## src/common/otg_status_pkg.sv

```systemverilog
// Contract
// grounded flag 0 for A, 1 for B
// link enables bias, waits 50 ms, reads
// bias off: resistance code 000 to 101
// resistance code readable in synchronous mode
// grounded events raised even with bias off
// open-state changes send alternate-interrupt event
// grounded/open flags follow pin termination
// bias enable bit drives internal pull-up
// grounded status bit 4, open carkit bit 0
// grounded changes raise events when enabled
// session-over flag rises below 0.5 V
// session-over disabled reads 0 when both enables clear
// session-ok keeps running, only events suppressed
// every supply comparator readable in status
// link uses session-ok for request or presence
// supply comparator disabled, bit 1 reads 0
// rising and falling edges reported to link
package otg_status_pkg;
    localparam int ADDR_W = 6;
    localparam int DATA_W = 8;
    localparam int SRC_W = 5;
    localparam int RID_W = 3;
    localparam int RID_BANDS = 6;

    // register offsets
    localparam logic [ADDR_W-1:0] REG_CTRL = 6'h00;
    localparam logic [ADDR_W-1:0] REG_RISE_EN = 6'h01;
    localparam logic [ADDR_W-1:0] REG_FALL_EN = 6'h02;
    localparam logic [ADDR_W-1:0] REG_STATUS = 6'h03;
    localparam logic [ADDR_W-1:0] REG_CARKIT_STATUS = 6'h04;
    localparam logic [ADDR_W-1:0] REG_EVENT = 6'h05;
    localparam logic [ADDR_W-1:0] REG_EVENT_MASK = 6'h06;
    localparam logic [ADDR_W-1:0] REG_RID = 6'h07;

    // field positions, shared by enable, status, event and mask registers; BIT_BIAS_EN and BIT_CARKIT_OPEN are control and carkit status bits
    localparam int BIT_IDENT_OPEN = 0;
    localparam int BIT_SUPPLY = 1;
    localparam int BIT_SESSION_OK = 2;
    localparam int BIT_SESSION_OVER = 3;
    localparam int BIT_IDENT_GND = 4;
    localparam int BIT_BIAS_EN = 0;
    localparam int BIT_CARKIT_OPEN = 0;

    // reset values
    localparam logic [DATA_W-1:0] CTRL_RST = 8'h00;
    localparam logic [SRC_W-1:0] RISE_EN_RST = 5'h1F;
    localparam logic [SRC_W-1:0] FALL_EN_RST = 5'h1F;
    localparam logic [SRC_W-1:0] MASK_RST = 5'h00;

    // resistance codes, index = band 0 ground .. 5 floating
    localparam logic [RID_W-1:0] RID_GROUND = 3'h0;
    localparam logic [RID_W-1:0] RID_75 = 3'h1;
    localparam logic [RID_W-1:0] RID_102K = 3'h2;
    localparam logic [RID_W-1:0] RID_200K = 3'h3;
    localparam logic [RID_W-1:0] RID_440K = 3'h4;
    localparam logic [RID_W-1:0] RID_FLOAT = 3'h5;

    // link-side settle time after setting the bias, kept for reference
    localparam int BIAS_SETTLE_MS = 50;
    localparam int CLK_MHZ = 125;
    localparam longint BIAS_SETTLE_CYCLES = longint'(BIAS_SETTLE_MS) * 1000 * CLK_MHZ;
endpackage

```

## src/rtl/edge_events.sv

```systemverilog
`timescale 1ns/1ps
module edge_events
    import otg_status_pkg::*;
(
    // clock and reset
    input wire logic clk_in,
    input wire logic resetn_in,
    // levels and enables
    input wire logic [SRC_W-1:0] level_in,
    input wire logic [SRC_W-1:0] rise_en_in,
    input wire logic [SRC_W-1:0] fall_en_in,
    // one-cycle edge events
    output logic [SRC_W-1:0] event_out
);
    logic [SRC_W-1:0] prev_r;
    logic [1:0] arm_r;

    // history and upstream levels start at 0; the first two samples after
    // reset would report a false edge for any source already high
    always_ff @(posedge clk_in or negedge resetn_in) begin
        if (!resetn_in) begin
            prev_r <= '0;
            arm_r <= 2'h0;
        end else begin
            prev_r <= level_in;
            arm_r <= {arm_r[0], 1'b1};
        end
    end

    genvar i;
    generate
        for (i = 0; i < SRC_W; i++) begin : g_edge
            always_ff @(posedge clk_in or negedge resetn_in) begin
                if (!resetn_in) begin
                    event_out[i] <= 1'b0;
                end else begin
                    event_out[i] <= arm_r[1] &
                                    ((level_in[i] & ~prev_r[i] & rise_en_in[i]) |
                                     (~level_in[i] & prev_r[i] & fall_en_in[i]));
                end
            end
        end
    endgenerate
endmodule

```

## src/rtl/rid_encoder.sv

```systemverilog
`timescale 1ns/1ps
module rid_encoder
    import otg_status_pkg::*;
(
    // clock and reset
    input wire logic clk_in,
    input wire logic resetn_in,
    // converter band, one-hot ground .. floating
    input wire logic [RID_BANDS-1:0] band_in,
    input wire logic bias_en_in,
    // encoded resistance
    output logic [RID_W-1:0] code_out
);
    function automatic logic [RID_W-1:0] band_code(input logic [RID_BANDS-1:0] b);
        logic [RID_W-1:0] c;
        c = RID_FLOAT;
        if (b[0]) c = RID_GROUND;
        else if (b[1]) c = RID_75;
        else if (b[2]) c = RID_102K;
        else if (b[3]) c = RID_200K;
        else if (b[4]) c = RID_440K;
        return c;
    endfunction

    // bias pull-up distorts the measurement, so the last code is held
    always_ff @(posedge clk_in or negedge resetn_in) begin
        if (!resetn_in) begin
            code_out <= RID_FLOAT;
        end else if (!bias_en_in) begin
            code_out <= band_code(band_in);
        end
    end
endmodule

```

## src/rtl/otg_id_vbus_status_logic.sv

```systemverilog
// The register addresses and the address-and-strobe port were decided locally.
`timescale 1ns/1ps
module otg_id_vbus_status_logic
    import otg_status_pkg::*;
(
    // clock and reset
    input wire logic clk_in,
    input wire logic resetn_in,
    // register port
    input wire logic [ADDR_W-1:0] reg_addr_in,
    input wire logic [DATA_W-1:0] reg_wdata_in,
    input wire logic reg_wr_in,
    input wire logic reg_rd_in,
    output logic [DATA_W-1:0] reg_rdata_out,
    // comparator levels
    input wire logic ident_grounded_cmp_in,
    input wire logic ident_open_cmp_in,
    input wire logic supply_in_range_cmp_in,
    input wire logic session_ok_cmp_in,
    input wire logic session_over_cmp_in,
    input wire logic [RID_BANDS-1:0] rid_band_in,
    input wire logic sync_mode_in,
    // analog controls
    output logic ident_pin_bias_enable_out,
    output logic supply_cmp_enable_out,
    output logic session_over_cmp_enable_out,
    // event toward the link
    output logic rxcmd_event_out,
    output logic rxcmd_alt_int_out,
    // interrupt
    output logic irq_out
);
    logic [DATA_W-1:0] ctrl_r;
    logic [SRC_W-1:0] rise_en_r;
    logic [SRC_W-1:0] fall_en_r;
    logic [SRC_W-1:0] level_r;
    logic [SRC_W-1:0] event_stat_r;
    logic [SRC_W-1:0] mask_r;
    logic [SRC_W-1:0] edge_evt;
    logic [SRC_W-1:0] cmp_on;
    logic [RID_W-1:0] rid_code;
    logic [DATA_W-1:0] rdata_nxt;
    logic wr_ctrl;
    logic wr_event;

    function automatic logic hit(input logic [ADDR_W-1:0] a, input logic [ADDR_W-1:0] r);
        return a == r;
    endfunction

    assign wr_ctrl = reg_wr_in & hit(reg_addr_in, REG_CTRL);
    assign wr_event = reg_wr_in & hit(reg_addr_in, REG_EVENT);

    // the supply and session-over comparators count as enabled while either edge enable is set; the others are always on
    always_comb begin
        cmp_on = '1;
        cmp_on[BIT_SUPPLY] = rise_en_r[BIT_SUPPLY] | fall_en_r[BIT_SUPPLY];
        cmp_on[BIT_SESSION_OVER] = rise_en_r[BIT_SESSION_OVER] |
                                   fall_en_r[BIT_SESSION_OVER];
    end

    // control register
    always_ff @(posedge clk_in or negedge resetn_in) begin
        if (!resetn_in) begin
            ctrl_r <= CTRL_RST;
        end else if (wr_ctrl) begin
            ctrl_r <= reg_wdata_in;
        end
    end

    // edge enable registers
    always_ff @(posedge clk_in or negedge resetn_in) begin
        if (!resetn_in) begin
            rise_en_r <= RISE_EN_RST;
            fall_en_r <= FALL_EN_RST;
        end else begin
            if (reg_wr_in && hit(reg_addr_in, REG_RISE_EN)) begin
                rise_en_r <= reg_wdata_in[SRC_W-1:0];
            end
            if (reg_wr_in && hit(reg_addr_in, REG_FALL_EN)) begin
                fall_en_r <= reg_wdata_in[SRC_W-1:0];
            end
        end
    end

    // mask register
    always_ff @(posedge clk_in or negedge resetn_in) begin
        if (!resetn_in) begin
            mask_r <= MASK_RST;
        end else if (reg_wr_in && hit(reg_addr_in, REG_EVENT_MASK)) begin
            mask_r <= reg_wdata_in[SRC_W-1:0];
        end
    end

    // live levels; disabled comparators read 0
    always_ff @(posedge clk_in or negedge resetn_in) begin
        if (!resetn_in) begin
            level_r <= '0;
        end else begin
            level_r[BIT_IDENT_OPEN] <= ident_open_cmp_in;
            level_r[BIT_SUPPLY] <= supply_in_range_cmp_in & cmp_on[BIT_SUPPLY];
            level_r[BIT_SESSION_OK] <= session_ok_cmp_in;
            level_r[BIT_SESSION_OVER] <= session_over_cmp_in &
                                         cmp_on[BIT_SESSION_OVER];
            level_r[BIT_IDENT_GND] <= ident_grounded_cmp_in;
        end
    end

    // edges of the grounded level are watched regardless of the bias
    edge_events u_edges (
        .clk_in(clk_in),
        .resetn_in(resetn_in),
        .level_in(level_r),
        .rise_en_in(rise_en_r),
        .fall_en_in(fall_en_r),
        .event_out(edge_evt)
    );

    rid_encoder u_rid (
        .clk_in(clk_in),
        .resetn_in(resetn_in),
        .band_in(rid_band_in),
        .bias_en_in(ctrl_r[BIT_BIAS_EN]),
        .code_out(rid_code)
    );

    // link events: any enabled edge requests an rxcmd, enabled open-state edges flag alt_int
    always_ff @(posedge clk_in or negedge resetn_in) begin
        if (!resetn_in) begin
            rxcmd_event_out <= 1'b0;
            rxcmd_alt_int_out <= 1'b0;
        end else begin
            rxcmd_event_out <= |edge_evt;
            rxcmd_alt_int_out <= edge_evt[BIT_IDENT_OPEN];
        end
    end

    // sticky events, write one to clear, a new edge wins over the clear
    always_ff @(posedge clk_in or negedge resetn_in) begin
        if (!resetn_in) begin
            event_stat_r <= '0;
        end else begin
            event_stat_r <= (event_stat_r & ~(wr_event ? reg_wdata_in[SRC_W-1:0] : '0))
                            | edge_evt;
        end
    end

    always_ff @(posedge clk_in or negedge resetn_in) begin
        if (!resetn_in) begin
            irq_out <= 1'b0;
        end else begin
            irq_out <= |(event_stat_r & mask_r);
        end
    end

    // analog controls
    always_ff @(posedge clk_in or negedge resetn_in) begin
        if (!resetn_in) begin
            ident_pin_bias_enable_out <= 1'b0;
            supply_cmp_enable_out <= 1'b0;
            session_over_cmp_enable_out <= 1'b0;
        end else begin
            ident_pin_bias_enable_out <= ctrl_r[BIT_BIAS_EN];
            supply_cmp_enable_out <= cmp_on[BIT_SUPPLY];
            session_over_cmp_enable_out <= cmp_on[BIT_SESSION_OVER];
        end
    end

    // read decode
    always_comb begin
        rdata_nxt = '0;
        unique case (reg_addr_in)
            REG_CTRL: rdata_nxt = ctrl_r;
            REG_RISE_EN: rdata_nxt[SRC_W-1:0] = rise_en_r;
            REG_FALL_EN: rdata_nxt[SRC_W-1:0] = fall_en_r;
            REG_STATUS: begin
                rdata_nxt[BIT_SUPPLY] = level_r[BIT_SUPPLY];
                rdata_nxt[BIT_SESSION_OK] = level_r[BIT_SESSION_OK];
                rdata_nxt[BIT_SESSION_OVER] = level_r[BIT_SESSION_OVER];
                rdata_nxt[BIT_IDENT_GND] = level_r[BIT_IDENT_GND];
            end
            REG_CARKIT_STATUS: rdata_nxt[BIT_CARKIT_OPEN] = level_r[BIT_IDENT_OPEN];
            REG_EVENT: rdata_nxt[SRC_W-1:0] = event_stat_r;
            REG_EVENT_MASK: rdata_nxt[SRC_W-1:0] = mask_r;
            REG_RID: rdata_nxt[RID_W-1:0] = sync_mode_in ? rid_code : '0;
            default: rdata_nxt = '0;
        endcase
    end

    // read data stands only in the cycle after the strobe
    always_ff @(posedge clk_in or negedge resetn_in) begin
        if (!resetn_in) begin
            reg_rdata_out <= '0;
        end else begin
            reg_rdata_out <= reg_rd_in ? rdata_nxt : '0;
        end
    end
endmodule

```

## config.mk

```make
export PLATFORM = sky130hd
export DESIGN_NAME = otg_id_vbus_status_logic
export DESIGN_NICKNAME = d
export VERILOG_FILES = /design/src/common/otg_status_pkg.sv /design/src/rtl/edge_events.sv /design/src/rtl/rid_encoder.sv /design/src/rtl/otg_id_vbus_status_logic.sv
export SDC_FILE = /design/constraint.sdc
export NUM_CORES = 1
export LEC_CHECK = 0
export BUFFER_PORTS_ARGS = -buffer_cell sky130_fd_sc_hd__buf_2
export CORE_UTILIZATION = 47
export CTS_CLUSTER_SIZE = 14
export DETAILED_ROUTE_END_ITERATION = 8
export GPL_ROUTABILITY_DRIVEN = 0
export GPL_TIMING_DRIVEN = 0
export HOLD_SLACK_MARGIN = 0.08
export PLACE_DENSITY_LB_ADDON = 0.3
export SLEW_MARGIN = 20
export SYNTH_ARGS = -nofsm -noshare
export SYNTH_HDL_FRONTEND = slang
export SYNTH_SLANG_ARGS = --single-unit
```

## constraint.sdc

```tcl
create_clock -name clk_in -period 1.7 [get_ports clk_in]
set_input_delay 0.17 -clock clk_in [delete_from_list [all_inputs] [get_ports clk_in]]
set_output_delay 0.17 -clock clk_in [all_outputs]
set_load 0.02 [all_outputs]
```

==> out/qor.txt, run 1 <==
Final setup viols = 0
Status = completed
Clk_skew = 9.32 ps
Final core utilization = 0.612
Switching Fraction = 0.253
Hold path cells = 4
Post-synth top area share = 0.483
Top Ports = 44
Fmax = 693 MHz
Fin nets = 294
Path category of the worst min-delay check = in2reg
Seq pwr share = 0.512
Synth area leader = dfrtp_1
Post-layout minimum cycle time = 1440 ps
Yosys reg bits = 62
Number of setup buffers added after CTS = 0
Async set-reset flop share out of synthesis = 1.00
Commonest non-fill, non-tap cells in the layout = dfrtp_1 (50), buf_2 (43), mux2_2 (27)
Grt ovf = 0
Worst slew margin = 0.503
Post-route DRC = 0
Crit path kind = in2reg
Total GRT Usage = 0.198
Inserted Diodes = 0
Port buffer count = 41
Worst Hold Path EP = u_rid.code_out[2]$_DFFE_PN1N_
Area of the die = 5810 µm²
Start of the worst register-to-register path = u_rid.code_out[0]$_DFFE_PN1N_
Wirelength per Cell = 14.8 µm
CP required = 1910 ps
Die Height = 76.2 µm
CTS tree = done
First-pass GRT wire length = 8580 µm
Commonest non-fill, non-tap cell in the layout = dfrtp_1
Initial DRT Pass Iterations = 4
Syn Nets = 231
Avg Inst Size Synth = 12.9 µm²
Dominant cells by area after synthesis = dfrtp_1 (48%), dfstp_2 (12%), mux2_2 (12%)
Pwr/cell area = 1120 nW/µm²
Reg2Reg Depth = 4
Initial Util = 0.497
Layout cell share with drive strength beyond 1 = 0.405
Worst slew pin tran = 745 ps
VDD IR max = 673 µV
Largest net degree at the start of global routing = 63
CORE AREA = 5200 µm²
Worst-path maximum fanout = 8
Row count = 26
Via count = 1706
Flop2flop setup slack = 430 ps
Clk buf depth = 2
Die Wd = 76.2 µm
Number of synthesized flops with an enable pin = 0
Post-DRT Antenna Nets = 0
Final HPWL DP = 3330 µm
Distinct cells, synth = 38
Sw Pwr = 0.901 mW
Period utilisation layout = 0.849
Comb pwr share = 0.135
Number of synthesis warnings = 0
Total Wirelength = 5010 µm
LEAKAGE = 1.50 nW
Iteration-0 DRC Markers = 87
Hold Vio Cnt, Final = 0
Syn Inst Count = 201
H-tree levels = 3
CTS Sinks = 62
Fill cell count = 436
Seq/Total Area, Yosys = 0.605
Reg2Reg Capture Point = reg_rdata_out[0]$_DFF_PN0_
Worst EP arrival = 1650 ps
Clock transition at path regs = 60 ps
Clk root buf = clkbuf_8
Later-pin clock latency in the skew report = 330 ps
Max-cap check violation count = 0
Worst Setup End Kind = register
TNS Setup = 0 ps
Initial antenna violation count = 0
Critical path origin = reg_addr_in[3]
Synth Cell Area = 2590 µm²
Critical path startpoint category = input pin
Layout area overhead = 23.1%
Clock power share = 0.352
CTS Buf Count = 9
Vias per cell = 5.03
Hold_ws = 110 ps
Vias in the first global route = 1746
Internal Power = 2.66 mW
Critical hold path startpoint = rid_band_in[2]
Post-synth top flop = dfrtp_1
RSZ-0062 raised after global routing = false
Max Slew Vio Count = 0
-- layout make-up --
type                    count  area, µm²  area share
flip-flops and latches     62       1570       0.492
multi-input cells         128        970       0.304
repair buffers             52        318      0.0997
clock buffers              12        145      0.0455
well taps                  70       87.6      0.0275
clock inverters             4       47.5      0.0149
plain buffers               8       41.3      0.0130
inverters                   3       11.3     0.00353
-- metrics by stage --
stage	setup WS, ps	std cells	power [mW]	cell area [µm²]
after floorplan	302	201	2.12	2590
after global placement	-73.0	312	2.30	2880
after detailed placement	-79.1	312	2.32	2880
after CTS	253	339	3.59	3190
after global routing	179	339	3.74	3190
final	257	339	3.56	3190
-- metal layers --
layer,share of wire,global-route usage,up-vias
li1,-,-,832
met1,0.47,0.271,812
met2,0.46,0.306,53
met3,0.052,0.0359,9
met4,0.018,0.0923,0
met5,0,0,-
-- timing repair --
action | CTS | global route
endpoints found under the hold margin | 60 | 0
resized for setup | 0 | 0
hold buffers | 11 | 0
-- synthesized netlist by cell type, types with 3 or more instances --
| library cell | instances |
|---|---|
| a21o_1 | 5 |
| dfstp_2 | 12 |
| and2_1 | 11 |
| buf_2 | 3 |
| a21oi_1 | 4 |
| inv_1 | 3 |
| o22ai_1 | 5 |
| nor3_1 | 3 |
| clkbuf_1 | 4 |
| mux2i_1 | 3 |
| or2_2 | 3 |
| o21ai_0 | 6 |
| nor2b_1 | 3 |
| dfrtp_1 | 50 |
| nor2_1 | 8 |
| nand2_1 | 23 |
| mux2_2 | 27 |
| nand3_1 | 3 |
-- registers in the layout, summed over array words and instances (netlist names) --
signal                       cells
session_over_cmp_enable_out      1
event_stat_r                     5
ctrl_r                           8
rxcmd_alt_int_out                1
u_rid.code_out                   3
u_edges.prev_r                   5
rxcmd_event_out                  1
fall_en_r                        5
u_edges.arm_r                    2
irq_out                          1
level_r                          5
reg_rdata_out                    8
supply_cmp_enable_out            1
u_edges.event_out                5
rise_en_r                        5
mask_r                           5
ident_pin_bias_enable_out        1
-- critical path, cell delays in order --
cell	delay, ps
buf_2	120
nor4b_4	350
nand2b_2	180
nor3_4	440
mux2_2	400
-- power groups by stage --
stage / Clock [mW] / Sequential (mW) / Combinational, mW
6_report: 1.25 / 1.82 / 0.482
3_3_place_gp: 0 / 1.84 / 0.455
3_5_place_dp: 0 / 1.85 / 0.468
5_1_grt: 1.35 / 1.85 / 0.539
4_1_cts: 1.27 / 1.82 / 0.489
2_1_floorplan: 0 / 1.85 / 0.275
-- logic make-up after synthesis --
| group | count (synthesis) | share of synthesized area |
|---|---|---|
| DFF | 62 | 0.605 |
| AOI/OAI and AO/OA | 30 | 0.0783 |
| muxes | 32 | 0.146 |
| and+or+nand+nor | 65 | 0.148 |
| other | 1 | 0.00145 |
| buffers and inverters | 11 | 0.0203 |
-- worst max path at each step --
stage / slack (ps) / cells past startpoint / endpoint
4_1_cts: 250 / 5 / ctrl_r[1]$_DFFE_PN0P_
2_1_floorplan: 300 / 4 / ctrl_r[0]$_DFFE_PN0P_
6_report: 260 / 5 / ctrl_r[1]$_DFFE_PN0P_
5_1_grt: 180 / 5 / ctrl_r[1]$_DFFE_PN0P_
3_5_place_dp: -80 / 5 / ctrl_r[1]$_DFFE_PN0P_
3_3_place_gp: -70 / 5 / ctrl_r[0]$_DFFE_PN0P_
No activity file was read; power rests on OpenSTA's default activity.
==> inputs of run 2 (changes only) <==
==> constraint.sdc (replaced) <==
create_clock -name clk_in -period 1.4 [get_ports clk_in]
set_input_delay 0.14 -clock clk_in [delete_from_list [all_inputs] [get_ports clk_in]]
set_output_delay 0.14 -clock clk_in [all_outputs]
set_load 0.02 [all_outputs]
==> run 2 against run 1 <==
  * Hold slack lost 8.5 ps
  * First-iteration DRC count grew 59%
  * Final area grew 2.0%
  * Utilization grew 1.2 points
  * Via count grew 1.3%
  * Sequential share of layout area shrank 0.98 points
  * Worst setup slack lost 140 ps
  * Sequential power grew 22%
  * Final cell count grew 2.4%
  * Wire length grew 1.9%
  * Critical path type unchanged
  * Largest cell class unchanged
  * Highest routed layer unchanged
==> out/qor.txt, run 2 (synthesis gave the netlist of run 1 again) <==
Status = completed
Critical path origin = reg_addr_in[3]
Design Power = 4.32 mW
Commonest non-fill, non-tap cell in the layout = dfrtp_1
Die Wd = 76.2 µm
Reg2Reg Capture Point = reg_rdata_out[1]$_DFF_PN0_
Hold Vio Cnt, Final = 0
Met2 Resource Use GR = 0.314
Worst-path maximum fanout = 3
H-tree levels = 3
Initial Util = 0.497
Initial antenna violation count = 0
Pwr/cell area = 1330 nW/µm²
Fmax = 779 MHz
Post-DRT Antenna Nets = 0
Biggest regs = ctrl_r (8), reg_rdata_out (8)
VDD IR max = 819 µV
Fill cell count = 424
Wirelength per Cell = 14.7 µm
Fin nets = 302
LEAKAGE = 1.55 nW
Worst slew margin = 0.510
CTS Sinks = 62
Row count = 26
Via count = 1729
CP Capture Point = ctrl_r[1]$_DFFE_PN0P_
CP required = 1610 ps
Final core utilization = 0.625
DP Area = 2880 µm²
Period utilisation layout = 0.917
Area of the die = 5810 µm²
Critical path startpoint category = input pin
Clk_skew = 6.67 ps
Met1 Track Usage GR = 0.270
Top Ports = 44
Start of the worst register-to-register path = fall_en_r[1]$_DFFE_PN1P_
Placed insts = 312
Final HPWL DP = 3330 µm
Vias per cell = 4.98
CORE AREA = 5200 µm²
Grt ovf = 0
Met3 usage = 0.0359
Clk root buf = clkbuf_8
Register area = 1570 µm²
Layout area overhead = 25.6%
RSZ-0062 raised after global routing = false
Worst Setup End Kind = register
Area of the multi-input gates = 970 µm²
Initial DRT Pass Iterations = 4
Die Height = 76.2 µm
Reg2Reg Depth = 4
Clock transition at path regs = 70 ps
First-pass GRT wire length = 8650 µm
Vias in the first global route = 1754
Post-route DRC = 0
Top Usage Layer GRT = met2
Final setup viols = 0
Layout cell share with drive strength beyond 1 = 0.415
Total Wirelength = 5110 µm
CTS tree = done
Largest net degree at the start of global routing = 63
Final instance area = 3250 µm²
Fin cells = 347
Port buffer count = 41
Clk buf depth = 2
Max Slew Vio Count = 0
Later-pin clock latency in the skew report = 330 ps
Path category of the worst min-delay check = in2reg
Worst slew pin tran = 735 ps
Iteration-0 DRC Markers = 138
Post-layout minimum cycle time = 1280 ps
Crit path kind = in2reg
TNS Setup = 0 ps
Flop2flop setup slack = 130 ps
CTS Buf Count = 9
CTS resizes = 0
Commonest non-fill, non-tap cells in the layout = dfrtp_1 (50), buf_2 (43), mux2_2 (27)
Total GRT Usage = 0.200
Inserted Diodes = 0
Worst EP arrival = 1490 ps
Max-cap check violation count = 0
[run 2: through the flow]
step	setup WS [ps]	hold slack (ps)
after floorplan	32.1	-156
after global placement	-343	249
after detailed placement	-349	249
after CTS	37.4	96.0
after global routing	22.2	101
final	116	101
[run 2: worst min path at each step]
stage | from | to | cells after the start
6_report | reg_wdata_in[2] | ctrl_r[2]$_DFFE_PN0P_ | 2
5_1_grt | reg_wdata_in[2] | ctrl_r[2]$_DFFE_PN0P_ | 2
4_1_cts | rid_band_in[4] | u_rid.code_out[0]$_DFFE_PN1N_ | 4
3_5_place_dp | ident_open_cmp_in | level_r[0]$_DFF_PN0_ | 1
3_3_place_gp | ident_grounded_cmp_in | level_r[4]$_DFF_PN0_ | 1
2_1_floorplan | resetn_in | ctrl_r[0]$_DFFE_PN0P_ | 0
[run 2: timing repair]
action                     4_1_cts  5_1_grt
pin swaps                        1        2
hold buffers                    13        0
hold endpoints to repair        61        0
setup buffers                    2        4
setup endpoints to repair        8       10
[run 2: metal layers]
metal | share of wire | routed length (µm)
met5 | 0 | 0
met1 | 0.48 | 2430
met3 | 0.041 | 207
met2 | 0.47 | 2380
met4 | 0.018 | 90
[run 2: layout make-up]
class,instances,area share
inverter,3,0.00346
clock inverter,4,0.0146
tap,70,0.0269
sequential,62,0.482
timing repair buffer,60,0.118
multi-input combinational,128,0.298
buffer,8,0.0127
clock buffer,12,0.0446
[run 2: critical path, stage by stage]
cell and delay (ps):
buf_2 120, nor4b_4 340, nand2b_2 180, nor3_4 210
buf_4 170, mux2_2 330
[run 2: where the power goes]
| group | internal [mW] | switching (mW) |
|---|---|---|
| Sequential | 2.06 | 0.159 |
| Combinational | 0.311 | 0.282 |
| Clock | 0.866 | 0.651 |
| Total | 3.23 | 1.09 |
